--- config.mk ---
export PLATFORM = sky130hd
export DESIGN_NAME = port_pin_io_block
export DESIGN_NICKNAME = d
export VERILOG_FILES = /design/src/hdl/port_pin_pkg.sv /design/src/hdl/pin_sync.sv /design/src/hdl/pin_driver.sv /design/src/hdl/port_pin_io_block.sv
export SDC_FILE = /design/constraint.sdc
export NUM_CORES = 1
export LEC_CHECK = 0
export BUFFER_PORTS_ARGS = -buffer_cell sky130_fd_sc_hd__buf_4
export CORE_UTILIZATION = 30
export CTS_CLUSTER_SIZE = 30
export DETAILED_ROUTE_END_ITERATION = 7
export PLACE_DENSITY = 0.62
export SYNTH_ARGS = -nofsm -noshare
export SYNTH_HDL_FRONTEND = slang
export SYNTH_SLANG_ARGS = --single-unit
--- constraint.sdc ---
create_clock -name clk_i -period 1 [get_ports clk_i]
set_input_delay 0.15 -clock clk_i [delete_from_list [all_inputs] [get_ports clk_i]]
set_output_delay 0.15 -clock clk_i [all_outputs]
set_load 0.01 [all_outputs]
--- src/hdl/port_pin_pkg.sv ---
// Summary of operation
// - Analog port: eight input-only bits, feeding converter and timers
// - General port: nine bits, per-bit direction
// - Capture/CAN port: four bits, per-bit direction
// - Input-configured bidirectional bit keeps driver off, unless serial-channel mode or CAN routing sets its direction
// - Outputs selectable push-pull or open-drain
// - Bidirectional input threshold: TTL or special
// - CAN lines routable: bits 0/2 receive, 1/3 transmit
// - Capture/CAN bits double as channels 16-19
// - Analog bits 4,5 give timer 2/4 direction
// - Analog bits 6,7 give timer 2/4 count
// - Serial clock and data lines swap by master/slave
// - Bit 12 outputs high-byte enable or write strobe
// - Bit 15 clock/frequency out; 10,11 async serial
package port_pin_pkg;

  // ----------------------------------------------------------------
  // Port widths
  // ----------------------------------------------------------------
  localparam int ANALOG_WIDTH = 8;
  localparam int GBP_WIDTH = 9;
  localparam int CCP_WIDTH = 4;

  // ----------------------------------------------------------------
  // Analog input port bit positions
  // ----------------------------------------------------------------
  localparam int AIP_T2_UPDOWN = 4;
  localparam int AIP_T4_UPDOWN = 5;
  localparam int AIP_T2_COUNT = 6;
  localparam int AIP_T4_COUNT = 7;

  // ----------------------------------------------------------------
  // General port: packed index of each implemented pin
  // ----------------------------------------------------------------
  localparam int GBP_T3_UPDOWN = 0;   // Pin 4
  localparam int GBP_T3_COUNT = 1;    // Pin 6
  localparam int GBP_SSC_MISO = 2;    // Pin 8
  localparam int GBP_SSC_MOSI = 3;    // Pin 9
  localparam int GBP_ASYNC_TX = 4;    // Pin 10
  localparam int GBP_ASYNC_RX = 5;    // Pin 11
  localparam int GBP_HIGH_BYTE = 6;   // Pin 12
  localparam int GBP_SSC_CLK = 7;     // Pin 13
  localparam int GBP_CLK_OUT = 8;     // Pin 15

  // ----------------------------------------------------------------
  // Capture/CAN port bit positions
  // ----------------------------------------------------------------
  localparam int CCP_CAN_RX_A = 0;
  localparam int CCP_CAN_TX_A = 1;
  localparam int CCP_CAN_RX_B = 2;
  localparam int CCP_CAN_TX_B = 3;

  // ----------------------------------------------------------------
  // Reset values and latency
  // ----------------------------------------------------------------
  localparam logic PIN_RESET = 1'b0;
  localparam logic THRESHOLD_TTL = 1'b0;
  localparam logic [1:0] SETTLE_CYCLES = 2'h3;  // Sync plus output register

endpackage

--- src/hdl/pin_sync.sv ---
module pin_sync #(
  parameter int WIDTH = 1
) (
  input wire logic clk_i,
  input wire logic resetn_i,
  input wire logic [WIDTH-1:0] pin_i,
  output logic [WIDTH-1:0] level_o
);
  import port_pin_pkg::*;

  // ----------------------------------------------------------------
  // State
  // ----------------------------------------------------------------
  typedef struct packed {
    logic [WIDTH-1:0] meta;    // First stage, read by second stage only
    logic [WIDTH-1:0] stable;  // Second stage, safe to use
  } sync_state_t;

  sync_state_t state;
  sync_state_t next_state;

  if (WIDTH < 1)
  begin : g_width_check
    $error("pin_sync needs WIDTH of at least one");
  end

  // Shift pins through two stages
  always_comb
  begin
    next_state = state;
    next_state.meta = pin_i;
    next_state.stable = state.meta;
  end

  // Register the state
  always_ff @(posedge clk_i or negedge resetn_i)
  begin
    if (!resetn_i)
    begin
      state <= '0;
    end
    else
    begin
      state <= next_state;
    end
  end

  assign level_o = state.stable;

endmodule

--- src/hdl/pin_driver.sv ---
module pin_driver #(
  parameter int WIDTH = 1
) (
  input wire logic clk_i,
  input wire logic resetn_i,
  input wire logic [WIDTH-1:0] value_i,       // Level to put out
  input wire logic [WIDTH-1:0] drive_i,       // 1 = output, 0 = input
  input wire logic [WIDTH-1:0] open_drain_i,  // 1 = open drain, 0 = push-pull
  output logic [WIDTH-1:0] pad_o,
  output logic [WIDTH-1:0] pad_oe_o
);
  import port_pin_pkg::*;

  // ----------------------------------------------------------------
  // State
  // ----------------------------------------------------------------
  typedef struct packed {
    logic [WIDTH-1:0] out;  // Pad output level
    logic [WIDTH-1:0] oe;   // Pad driver enable
  } drv_state_t;

  drv_state_t state;
  drv_state_t next_state;

  if (WIDTH < 1)
  begin : g_width_check
    $error("pin_driver needs WIDTH of at least one");
  end

  // Open drain pulls low only; a high request releases the pad
  always_comb
  begin
    next_state = state;
    next_state.oe = drive_i & ~(open_drain_i & value_i);
    next_state.out = value_i & ~open_drain_i;
  end

  // Register the state; driver off after reset
  always_ff @(posedge clk_i or negedge resetn_i)
  begin
    if (!resetn_i)
    begin
      state <= '0;
    end
    else
    begin
      state <= next_state;
    end
  end

  assign pad_o = state.out;
  assign pad_oe_o = state.oe;

  // An open-drain pad is never actively driven high
  a_od_never_high: assert property (@(posedge clk_i) disable iff (!resetn_i)
    (pad_oe_o & pad_o & $past(open_drain_i)) == '0) else $error("open drain drove high");

endmodule

--- src/hdl/port_pin_io_block.sv ---
module port_pin_io_block #(
  parameter int ANALOG_W = port_pin_pkg::ANALOG_WIDTH,
  parameter int GBP_W = port_pin_pkg::GBP_WIDTH,
  parameter int CCP_W = port_pin_pkg::CCP_WIDTH
) (
  input wire logic clk_i,
  input wire logic resetn_i,
  // Analog input port pins
  input wire logic [ANALOG_W-1:0] analog_input_port_i,
  // General bidirectional port pins
  input wire logic [GBP_W-1:0] general_bidir_port_i,
  output logic [GBP_W-1:0] general_bidir_port_o,
  output logic [GBP_W-1:0] general_bidir_port_oe_o,
  // Capture/CAN port pins
  input wire logic [CCP_W-1:0] capture_can_port_i,
  output logic [CCP_W-1:0] capture_can_port_o,
  output logic [CCP_W-1:0] capture_can_port_oe_o,
  // Software control of general port
  input wire logic [GBP_W-1:0] gbp_data_i,
  input wire logic [GBP_W-1:0] gbp_dir_i,
  input wire logic [GBP_W-1:0] gbp_open_drain_i,
  input wire logic [GBP_W-1:0] gbp_alt_en_i,
  input wire logic gbp_special_threshold_i,
  // Software control of capture/CAN port
  input wire logic [CCP_W-1:0] ccp_data_i,
  input wire logic [CCP_W-1:0] ccp_dir_i,
  input wire logic [CCP_W-1:0] ccp_open_drain_i,
  input wire logic ccp_special_threshold_i,
  // Peripheral side: synchronous serial channel
  input wire logic ssc_master_i,
  input wire logic ssc_clock_out_i,
  input wire logic sync_serial_master_out_slave_in_i,
  input wire logic sync_serial_master_in_slave_out_i,
  // Peripheral side: asynchronous serial, bus, clock outputs
  input wire logic async_serial_transmit_i,
  input wire logic high_byte_enable_i,
  input wire logic high_byte_write_strobe_i,
  input wire logic write_high_mode_i,
  input wire logic system_clock_output_i,
  input wire logic programmable_frequency_output_i,
  input wire logic frequency_out_select_i,
  // Peripheral side: capture/compare and CAN
  input wire logic [CCP_W-1:0] capcomp_out_i,
  input wire logic [CCP_W-1:0] capcomp_out_en_i,
  input wire logic can_route_i,
  input wire logic can_pin_pair_i,
  input wire logic can_transmit_line_i,
  // Outputs to peripherals and software
  output logic [ANALOG_W-1:0] converter_channel_o,
  output logic [ANALOG_W-1:0] analog_port_read_o,
  output logic timer2_updown_input_o,
  output logic timer4_updown_input_o,
  output logic timer2_count_input_o,
  output logic timer4_count_input_o,
  output logic timer3_updown_input_o,
  output logic timer3_count_input_o,
  output logic ssc_clock_in_o,
  output logic sync_serial_master_in_slave_out_o,
  output logic sync_serial_master_out_slave_in_o,
  output logic async_serial_receive_o,
  output logic [CCP_W-1:0] capcomp_capture_o,
  output logic can_receive_line_o,
  output logic [GBP_W-1:0] gbp_read_o,
  output logic [CCP_W-1:0] ccp_read_o,
  output logic gbp_special_threshold_o,
  output logic ccp_special_threshold_o
);
  import port_pin_pkg::*;

  // ----------------------------------------------------------------
  // Elaboration checks
  // ----------------------------------------------------------------
  // Alternate-function positions are fixed, so widths cannot move
  if (ANALOG_W != ANALOG_WIDTH || GBP_W != GBP_WIDTH || CCP_W != CCP_WIDTH)
  begin : g_width_check
    $error("port widths must match the fixed pin map");
  end

  // ----------------------------------------------------------------
  // State
  // ----------------------------------------------------------------
  typedef struct packed {
    logic [ANALOG_W-1:0] analog;   // Registered analog port levels
    logic [5:0] timer;             // Timer 2,4 updown/count; timer 3 updown/count
    logic [2:0] ssc_in;            // Clock in, master-in, slave-in
    logic async_rx;                // Async serial receive
    logic [CCP_W-1:0] capture;     // Capture inputs 16-19
    logic can_rx;                  // Selected CAN receive line
    logic [GBP_W-1:0] gbp_read;    // General port read value
    logic [CCP_W-1:0] ccp_read;    // Capture/CAN port read value
    logic [1:0] threshold;         // Special threshold selects
    logic [1:0] settle;            // Cycles since reset, saturating
  } io_state_t;

  io_state_t state;
  io_state_t next_state;

  // ----------------------------------------------------------------
  // Synchronised pin levels
  // ----------------------------------------------------------------
  logic [ANALOG_W-1:0] analog_sync;  // Analog port, synced
  logic [GBP_W-1:0] gbp_sync;        // General port, synced
  logic [CCP_W-1:0] ccp_sync;        // Capture/CAN port, synced

  pin_sync #(.WIDTH(ANALOG_W)) u_sync_analog (
    .clk_i(clk_i),
    .resetn_i(resetn_i),
    .pin_i(analog_input_port_i),
    .level_o(analog_sync)
  );

  pin_sync #(.WIDTH(GBP_W)) u_sync_gbp (
    .clk_i(clk_i),
    .resetn_i(resetn_i),
    .pin_i(general_bidir_port_i),
    .level_o(gbp_sync)
  );

  pin_sync #(.WIDTH(CCP_W)) u_sync_ccp (
    .clk_i(clk_i),
    .resetn_i(resetn_i),
    .pin_i(capture_can_port_i),
    .level_o(ccp_sync)
  );

  // ----------------------------------------------------------------
  // Output selection
  // ----------------------------------------------------------------
  logic [GBP_W-1:0] gbp_value;  // Level handed to the general port driver
  logic [GBP_W-1:0] gbp_drive;  // Effective direction of general port
  logic [CCP_W-1:0] ccp_value;  // Level handed to the capture/CAN driver
  logic [CCP_W-1:0] ccp_drive;  // Effective direction of capture/CAN port

  // Alternate functions replace the data latch; synchronous serial pins take direction from mode
  always_comb
  begin
    gbp_value = gbp_data_i;
    gbp_drive = gbp_dir_i;
    if (gbp_alt_en_i[GBP_SSC_MISO])
    begin
      gbp_value[GBP_SSC_MISO] = sync_serial_master_in_slave_out_i;
      gbp_drive[GBP_SSC_MISO] = ~ssc_master_i;
    end
    if (gbp_alt_en_i[GBP_SSC_MOSI])
    begin
      gbp_value[GBP_SSC_MOSI] = sync_serial_master_out_slave_in_i;
      gbp_drive[GBP_SSC_MOSI] = ssc_master_i;
    end
    if (gbp_alt_en_i[GBP_SSC_CLK])
    begin
      gbp_value[GBP_SSC_CLK] = ssc_clock_out_i;
      gbp_drive[GBP_SSC_CLK] = ssc_master_i;
    end
    if (gbp_alt_en_i[GBP_ASYNC_TX])
    begin
      gbp_value[GBP_ASYNC_TX] = async_serial_transmit_i;
    end
    if (gbp_alt_en_i[GBP_HIGH_BYTE])
    begin
      // Bus configuration picks strobe or enable
      gbp_value[GBP_HIGH_BYTE] = write_high_mode_i ? high_byte_write_strobe_i
                                                   : high_byte_enable_i;
    end
    if (gbp_alt_en_i[GBP_CLK_OUT])
    begin
      gbp_value[GBP_CLK_OUT] = frequency_out_select_i ? programmable_frequency_output_i
                                                      : system_clock_output_i;
    end
  end

  // Compare outputs, then CAN on top; CAN pins get fixed directions
  always_comb
  begin
    ccp_value = ccp_data_i;
    ccp_drive = ccp_dir_i;
    for (int b = 0; b < CCP_W; b++)
    begin
      if (capcomp_out_en_i[b])
      begin
        ccp_value[b] = capcomp_out_i[b];
      end
    end
    if (can_route_i)
    begin
      if (can_pin_pair_i)
      begin
        ccp_value[CCP_CAN_TX_B] = can_transmit_line_i;
        ccp_drive[CCP_CAN_TX_B] = 1'b1;
        ccp_drive[CCP_CAN_RX_B] = 1'b0;
      end
      else
      begin
        ccp_value[CCP_CAN_TX_A] = can_transmit_line_i;
        ccp_drive[CCP_CAN_TX_A] = 1'b1;
        ccp_drive[CCP_CAN_RX_A] = 1'b0;
      end
    end
  end

  // ----------------------------------------------------------------
  // Pad drivers
  // ----------------------------------------------------------------
  pin_driver #(.WIDTH(GBP_W)) u_drv_gbp (
    .clk_i(clk_i),
    .resetn_i(resetn_i),
    .value_i(gbp_value),
    .drive_i(gbp_drive),
    .open_drain_i(gbp_open_drain_i),
    .pad_o(general_bidir_port_o),
    .pad_oe_o(general_bidir_port_oe_o)
  );

  pin_driver #(.WIDTH(CCP_W)) u_drv_ccp (
    .clk_i(clk_i),
    .resetn_i(resetn_i),
    .value_i(ccp_value),
    .drive_i(ccp_drive),
    .open_drain_i(ccp_open_drain_i),
    .pad_o(capture_can_port_o),
    .pad_oe_o(capture_can_port_oe_o)
  );

  // ----------------------------------------------------------------
  // Input distribution
  // ----------------------------------------------------------------
  // Every input listener sees the pin even while an alternate function owns it
  always_comb
  begin
    next_state = state;
    next_state.analog = analog_sync;
    next_state.timer[0] = analog_sync[AIP_T2_UPDOWN];
    next_state.timer[1] = analog_sync[AIP_T4_UPDOWN];
    next_state.timer[2] = analog_sync[AIP_T2_COUNT];
    next_state.timer[3] = analog_sync[AIP_T4_COUNT];
    next_state.timer[4] = gbp_sync[GBP_T3_UPDOWN];
    next_state.timer[5] = gbp_sync[GBP_T3_COUNT];
    next_state.ssc_in[0] = gbp_sync[GBP_SSC_CLK];
    next_state.ssc_in[1] = gbp_sync[GBP_SSC_MISO];
    next_state.ssc_in[2] = gbp_sync[GBP_SSC_MOSI];
    next_state.async_rx = gbp_sync[GBP_ASYNC_RX];
    next_state.capture = ccp_sync;
    next_state.can_rx = can_pin_pair_i ? ccp_sync[CCP_CAN_RX_B]
                                       : ccp_sync[CCP_CAN_RX_A];
    // Output bits read back their latch, input bits the pin
    next_state.gbp_read = (gbp_dir_i & gbp_data_i) | (~gbp_dir_i & gbp_sync);
    next_state.ccp_read = (ccp_dir_i & ccp_data_i) | (~ccp_dir_i & ccp_sync);
    next_state.threshold = {ccp_special_threshold_i, gbp_special_threshold_i};
    if (state.settle != SETTLE_CYCLES)
    begin
      next_state.settle = state.settle + 2'h1;
    end
  end

  // Register the state; threshold starts at TTL
  always_ff @(posedge clk_i or negedge resetn_i)
  begin
    if (!resetn_i)
    begin
      state <= '0;
      state.threshold <= {THRESHOLD_TTL, THRESHOLD_TTL};
      state.can_rx <= PIN_RESET;
    end
    else
    begin
      state <= next_state;
    end
  end

  assign converter_channel_o = state.analog;
  assign analog_port_read_o = state.analog;
  assign timer2_updown_input_o = state.timer[0];
  assign timer4_updown_input_o = state.timer[1];
  assign timer2_count_input_o = state.timer[2];
  assign timer4_count_input_o = state.timer[3];
  assign timer3_updown_input_o = state.timer[4];
  assign timer3_count_input_o = state.timer[5];
  assign ssc_clock_in_o = state.ssc_in[0];
  assign sync_serial_master_in_slave_out_o = state.ssc_in[1];
  assign sync_serial_master_out_slave_in_o = state.ssc_in[2];
  assign async_serial_receive_o = state.async_rx;
  assign capcomp_capture_o = state.capture;
  assign can_receive_line_o = state.can_rx;
  assign gbp_read_o = state.gbp_read;
  assign ccp_read_o = state.ccp_read;
  assign gbp_special_threshold_o = state.threshold[0];
  assign ccp_special_threshold_o = state.threshold[1];

  // ----------------------------------------------------------------
  // Assertions
  // ----------------------------------------------------------------
  logic settled;  // Pipeline holds only post-reset samples
  assign settled = (state.settle == SETTLE_CYCLES);

  a_gbp_input_hiz: assert property (@(posedge clk_i) disable iff (!resetn_i)
    (general_bidir_port_oe_o & ~$past(gbp_drive)) == '0) else $error("general input bit driven");
  a_ccp_input_hiz: assert property (@(posedge clk_i) disable iff (!resetn_i)
    (capture_can_port_oe_o & ~$past(ccp_drive)) == '0) else $error("capture input bit driven");
  a_push_pull_drive: assert property (@(posedge clk_i) disable iff (!resetn_i)
    settled |-> ((~general_bidir_port_oe_o | (general_bidir_port_o ^ $past(gbp_value)))
    & $past(gbp_drive & ~gbp_open_drain_i)) == '0) else $error("push-pull bit not driven");
  a_analog_timers: assert property (@(posedge clk_i) disable iff (!resetn_i || !settled)
    {timer4_updown_input_o, timer2_updown_input_o} == $past(analog_input_port_i[5:4], 3))
    else $error("timer direction input wrong");
  a_analog_counts: assert property (@(posedge clk_i) disable iff (!resetn_i || !settled)
    {timer4_count_input_o, timer2_count_input_o} == $past(analog_input_port_i[7:6], 3))
    else $error("timer count input wrong");
  a_converter_feed: assert property (@(posedge clk_i) disable iff (!resetn_i || !settled)
    converter_channel_o == $past(analog_input_port_i, 3)) else $error("converter feed wrong");
  a_threshold_sel: assert property (@(posedge clk_i) disable iff (!resetn_i)
    $changed(gbp_special_threshold_i) |=> gbp_special_threshold_o == $past(gbp_special_threshold_i))
    else $error("threshold select lagging");
  a_can_tx_route: assert property (@(posedge clk_i) disable iff (!resetn_i)
    (can_route_i && !can_pin_pair_i && !ccp_open_drain_i[CCP_CAN_TX_A]) |=>
    (capture_can_port_oe_o[CCP_CAN_TX_A] && capture_can_port_o[CCP_CAN_TX_A] == $past(can_transmit_line_i)))
    else $error("CAN transmit not on pin");
  a_ssc_clk_dir: assert property (@(posedge clk_i) disable iff (!resetn_i)
    (gbp_alt_en_i[GBP_SSC_CLK] && !ssc_master_i) |=> !general_bidir_port_oe_o[GBP_SSC_CLK])
    else $error("slave drove serial clock");
  a_read_input: assert property (@(posedge clk_i) disable iff (!resetn_i || !settled)
    ((gbp_read_o ^ $past(general_bidir_port_i, 3)) & ~$past(gbp_dir_i)) == '0)
    else $error("input bit read wrong");
  a_capture_feed: assert property (@(posedge clk_i) disable iff (!resetn_i || !settled)
    capcomp_capture_o == $past(capture_can_port_i, 3)) else $error("capture feed wrong");

endmodule

# Word-level counts from Yosys, hierarchy flattened
# Cells that the tools add are included.
# Widths: inputs -> output; s select.
# word_totals
regBits,106
wordCells,61
out_inout_bits,72
input_bits,95
# classes
n_bitwise,19
mux,23
# ops
cell,n
$and 9x9->9,5
$not 9->9,3
$and 4x4->4,5
$mux 1,20
$not 4->4,3
$or 9x9->9,1
$mux 2,2
$mux 4,1
$or 4x4->4,1
$not 1->1,1

# Logic depth before layout (Yosys ltp)
# logic_depth
depth_word,6
depth_mapped,3
ltp_nobuf,3

# Hierarchy
# From an unflattened synthesis, not the netlist that was laid out.
# unflattened
hier_cells,180
area_unflattened_um2,3210.6
# by_module_without_submodules
mod,n_inst,cells_per_inst,area_per_inst_um2,seq_area_each_um2
port_pin_io_block,1,86,1330.0,850.8
pin_driver at u_drv_gbp,1,36,574.3,450.4
pin_sync at u_sync_gbp,1,18,450.4,450.4
pin_sync at u_sync_analog,1,16,400.4,400.4
pin_driver at u_drv_ccp,1,16,255.2,200.2
pin_sync at u_sync_ccp,1,8,200.2,200.2

# Worst setup path after synthesis
# OpenSTA, ideal clock, no wires.
# synth_timing
path_type,input-to-reg
start,in capcomp_out_en_i[1]
end,reg u_drv_ccp.state (netlist bit u_drv_ccp.pad_o[1])
setup_slack_ns,0.084
arrival_ns,0.801
path_stages,3
path_cell_list,mux2_4 > mux2_4 > nor2b_4
# synth_rtl
element,line,source
from (decl),port_pin_io_block.sv:44,"input wire logic [CCP_W-1:0] capcomp_out_en_i,"
to (signal assigned),pin_driver.sv:47,state <= next_state;
to (decl),pin_driver.sv:22,drv_state_t state;

==> flow_summary.ini <==
[synth]
yosys.area.top_type_share = 0.797
synth_area_leader_cell = dfrtp_1
synthFlopType = dfrtp_1
yosysUniqueCellTypes = 20
ys_seq_area_frac = 0.797
ys_warn_count = 0
ys_top_cells_by_area = dfrtp_1, mux2_2, buf_4, mux2i_1, a21boi_0
netlist_area_sq_um = 3200
synth_xor_area_frac = 0
synthArstFlopShare = 1.00
avgSynthCellArea_sq_um = 16.9
synth_most_common_cell = dfrtp_1
syn-num-nets = 284
synth_top_family_by_area = multiplexers
synth-edff-count = 0
synth_adder_area_share = 0
muxShareOfSynthArea = 0.0876
ys_seq_elements = 102
synth_common_cells = dfrtp_1, mux2_2, buf_4, nand2_1
synth_cells = 189
yosys.area_share.simple = 0.0489
synth_compound_area_frac = 0.0356

[grt]
track_usage = 0.127
grt_pass1_vias = 2351
grt_pass1_wl_um = 10900
antenna_found_initial = 0
overflow = 0
grt_max_degree = 41

[clocking]
max-clock-path-buffers = 2
cts_setup_buffers = 0
cts_tree = built
path_clk_slew_ps = 110
cts.sinks = 102
cts_root_buf = clkbuf_8
clkLatencyLatePin_ps = 350
cts_max_level = 3
cts_buffers = 9

[pwr]
swShare = 0.251
peakVddDrop_uv = 768
p_total_mw = 8.21
power_leakage_nw = 2.65
power_frac_seq = 0.545
switching_power_mw = 2.06
power.density_nw_per_um2 = 1500
p_int_mw = 6.15
combPwrFrac = 0.150
clockPowerShare = 0.305

[setup_path]
critPathTopFamily = flip-flops
path_class = flip-flop to output port
crit_start = timer4_count_input_o
path_buf_inv = 1
critPathLaunchType = flip-flop
cp_slowest_stage_delay_ps = 430
required_ps = 850
cp-end-kind = output port
rr_startpoint = u_sync_ccp.level_o[1]
critPathArrivalTime_ps = 920
worstPathCellList = buf_6
crit_fanout = 3
critical_path.slowest_cell = dfrtp_1

[sta]
report.final.hold_viol_count = 0
worst_slack_ps = -72.5
worst_pin_slew_ps = 258
setup_viol_count_final = 66
rsz0062_at_grt = true
min_period_ps = 1070
timing.slew.headroom = 0.828
maxSlewViolCount = 0
worst_hold_slack_ps = 35.4
clock_skew_ps = 9.72
setup_tns_ps = -1830
fin_crit_sh = 1.07
max_freq_ghz = 0.932

[routing]
drc = 0
via_per_inst = 4.07
vias = 2196
wl_per_cell_um = 12.6
ant_nets = 0
wirelength_um = 6780
drt-initial-drc-count = 37
first_pass_iters = 4

[final_layout]
drive_gt1_frac = 0.510
layout.nets = 494
fin_util = 0.529
num_antenna_cells = 0
multi_input_area_sq_um = 551
fin_area_sq_um = 5460
regArea_sq_um = 2550
final_cells = 540
nFillCells = 840
area_delta_synth_final_pct = 70.5

[status]
failed_checks = setup timing
run_status = complete, but fails checks

[worst_hold_path]
min_from = gbp_data_i[6]
hp-class = primary input to flip-flop

[floorplanning]
pin_count = 167
placementRows = 37
die_height_um = 105
die_x_um = 105
dieArea_sq_um = 11100
coreArea_sq_um = 10300
start_util = 0.310

[place]
hpwl_um = 4720
dp_cells = 482
gp_congestion = 0.748
io_buffers = 163
place_ws_ps = -59.6
placed_cell_area_sq_um = 4590

[run]
drv_cap = 0
-- repair_timing --
item | CTS | global route
resized for setup | 61 | 5
hold buffers | 42 | 0
endpoints found under the hold margin | 147 | 0
setup endpoints to repair | 72 | 72
-- power by group through the flow --
stage | clock (mW) | sequential (mW) | combinational [mW]
2_1_floorplan | 0 | 4.60 | 0.209
3_3_place_gp | 0 | 4.52 | 0.994
3_5_place_dp | 0 | 4.53 | 1.01
4_1_cts | 2.65 | 4.48 | 1.24
5_1_grt | 2.80 | 4.50 | 1.33
6_report | 2.50 | 4.47 | 1.23
-- path summary, 6_finish.rpt --
kind,to,slack [ps],cells after the start
setup / recovery,converter_channel_o[7],-70,1
hold / removal,gbp_read_o[6],40,2
setup reg to reg,ccp_read_o[1],220,1
hold reg to reg,timer2_updown_input_o,350,0
max in group asynchronous,u_sync_gbp.level_o[2],300,3
min in group asynchronous,u_sync_analog.next_state[5],210,2
-- flip-flops by register name (all words and copies together) (netlist names), 8 cells and up --
register / count
gbp_read_o: 9
u_drv_gbp.pad_o: 9
u_drv_gbp.pad_oe_o: 9
u_sync_analog.level_o: 8
u_sync_analog.next_state: 8
u_sync_gbp.level_o: 9
u_sync_gbp.next_state: 9
-- cells by family after synthesis --
kind of cell,count (synthesis)
AND/OR/NAND/NOR,31
flip-flops,102
multiplexers,25
AO/OA/AOI/OAI,17
buffers and inverters,14
-- cell type report --
class	instances	share of cell area
clock buffers	9	0.0227
clock inverters	7	0.0142
inverters	2	0.00138
multi-input cells	73	0.101
flip-flops and latches	102	0.468
well taps	136	0.0312
repair buffers	211	0.362
-- routing by layer --
metal	vias up	wire length, um	part of all wire	track usage
li1	1028	-	-	-
met1	1056	2630	0.39	0.147
met2	101	3540	0.52	0.216
met3	11	475	0.070	0.0464
met4	0	141	0.021	0.0483
met5	-	0	0	0
-- cells in the final DEF, fill, tap and decap left out, drive strengths merged, types with 6 or more instances in the layout --
master,instances
nand2,12
dfrtp,102
nor2b,8
clkbuf,9
buf,169
nor2,6
mux2,18
mux2i,7
dlygate4sd3,42
a21boi,6
Note: power is estimated with default switching activity, not from simulation.
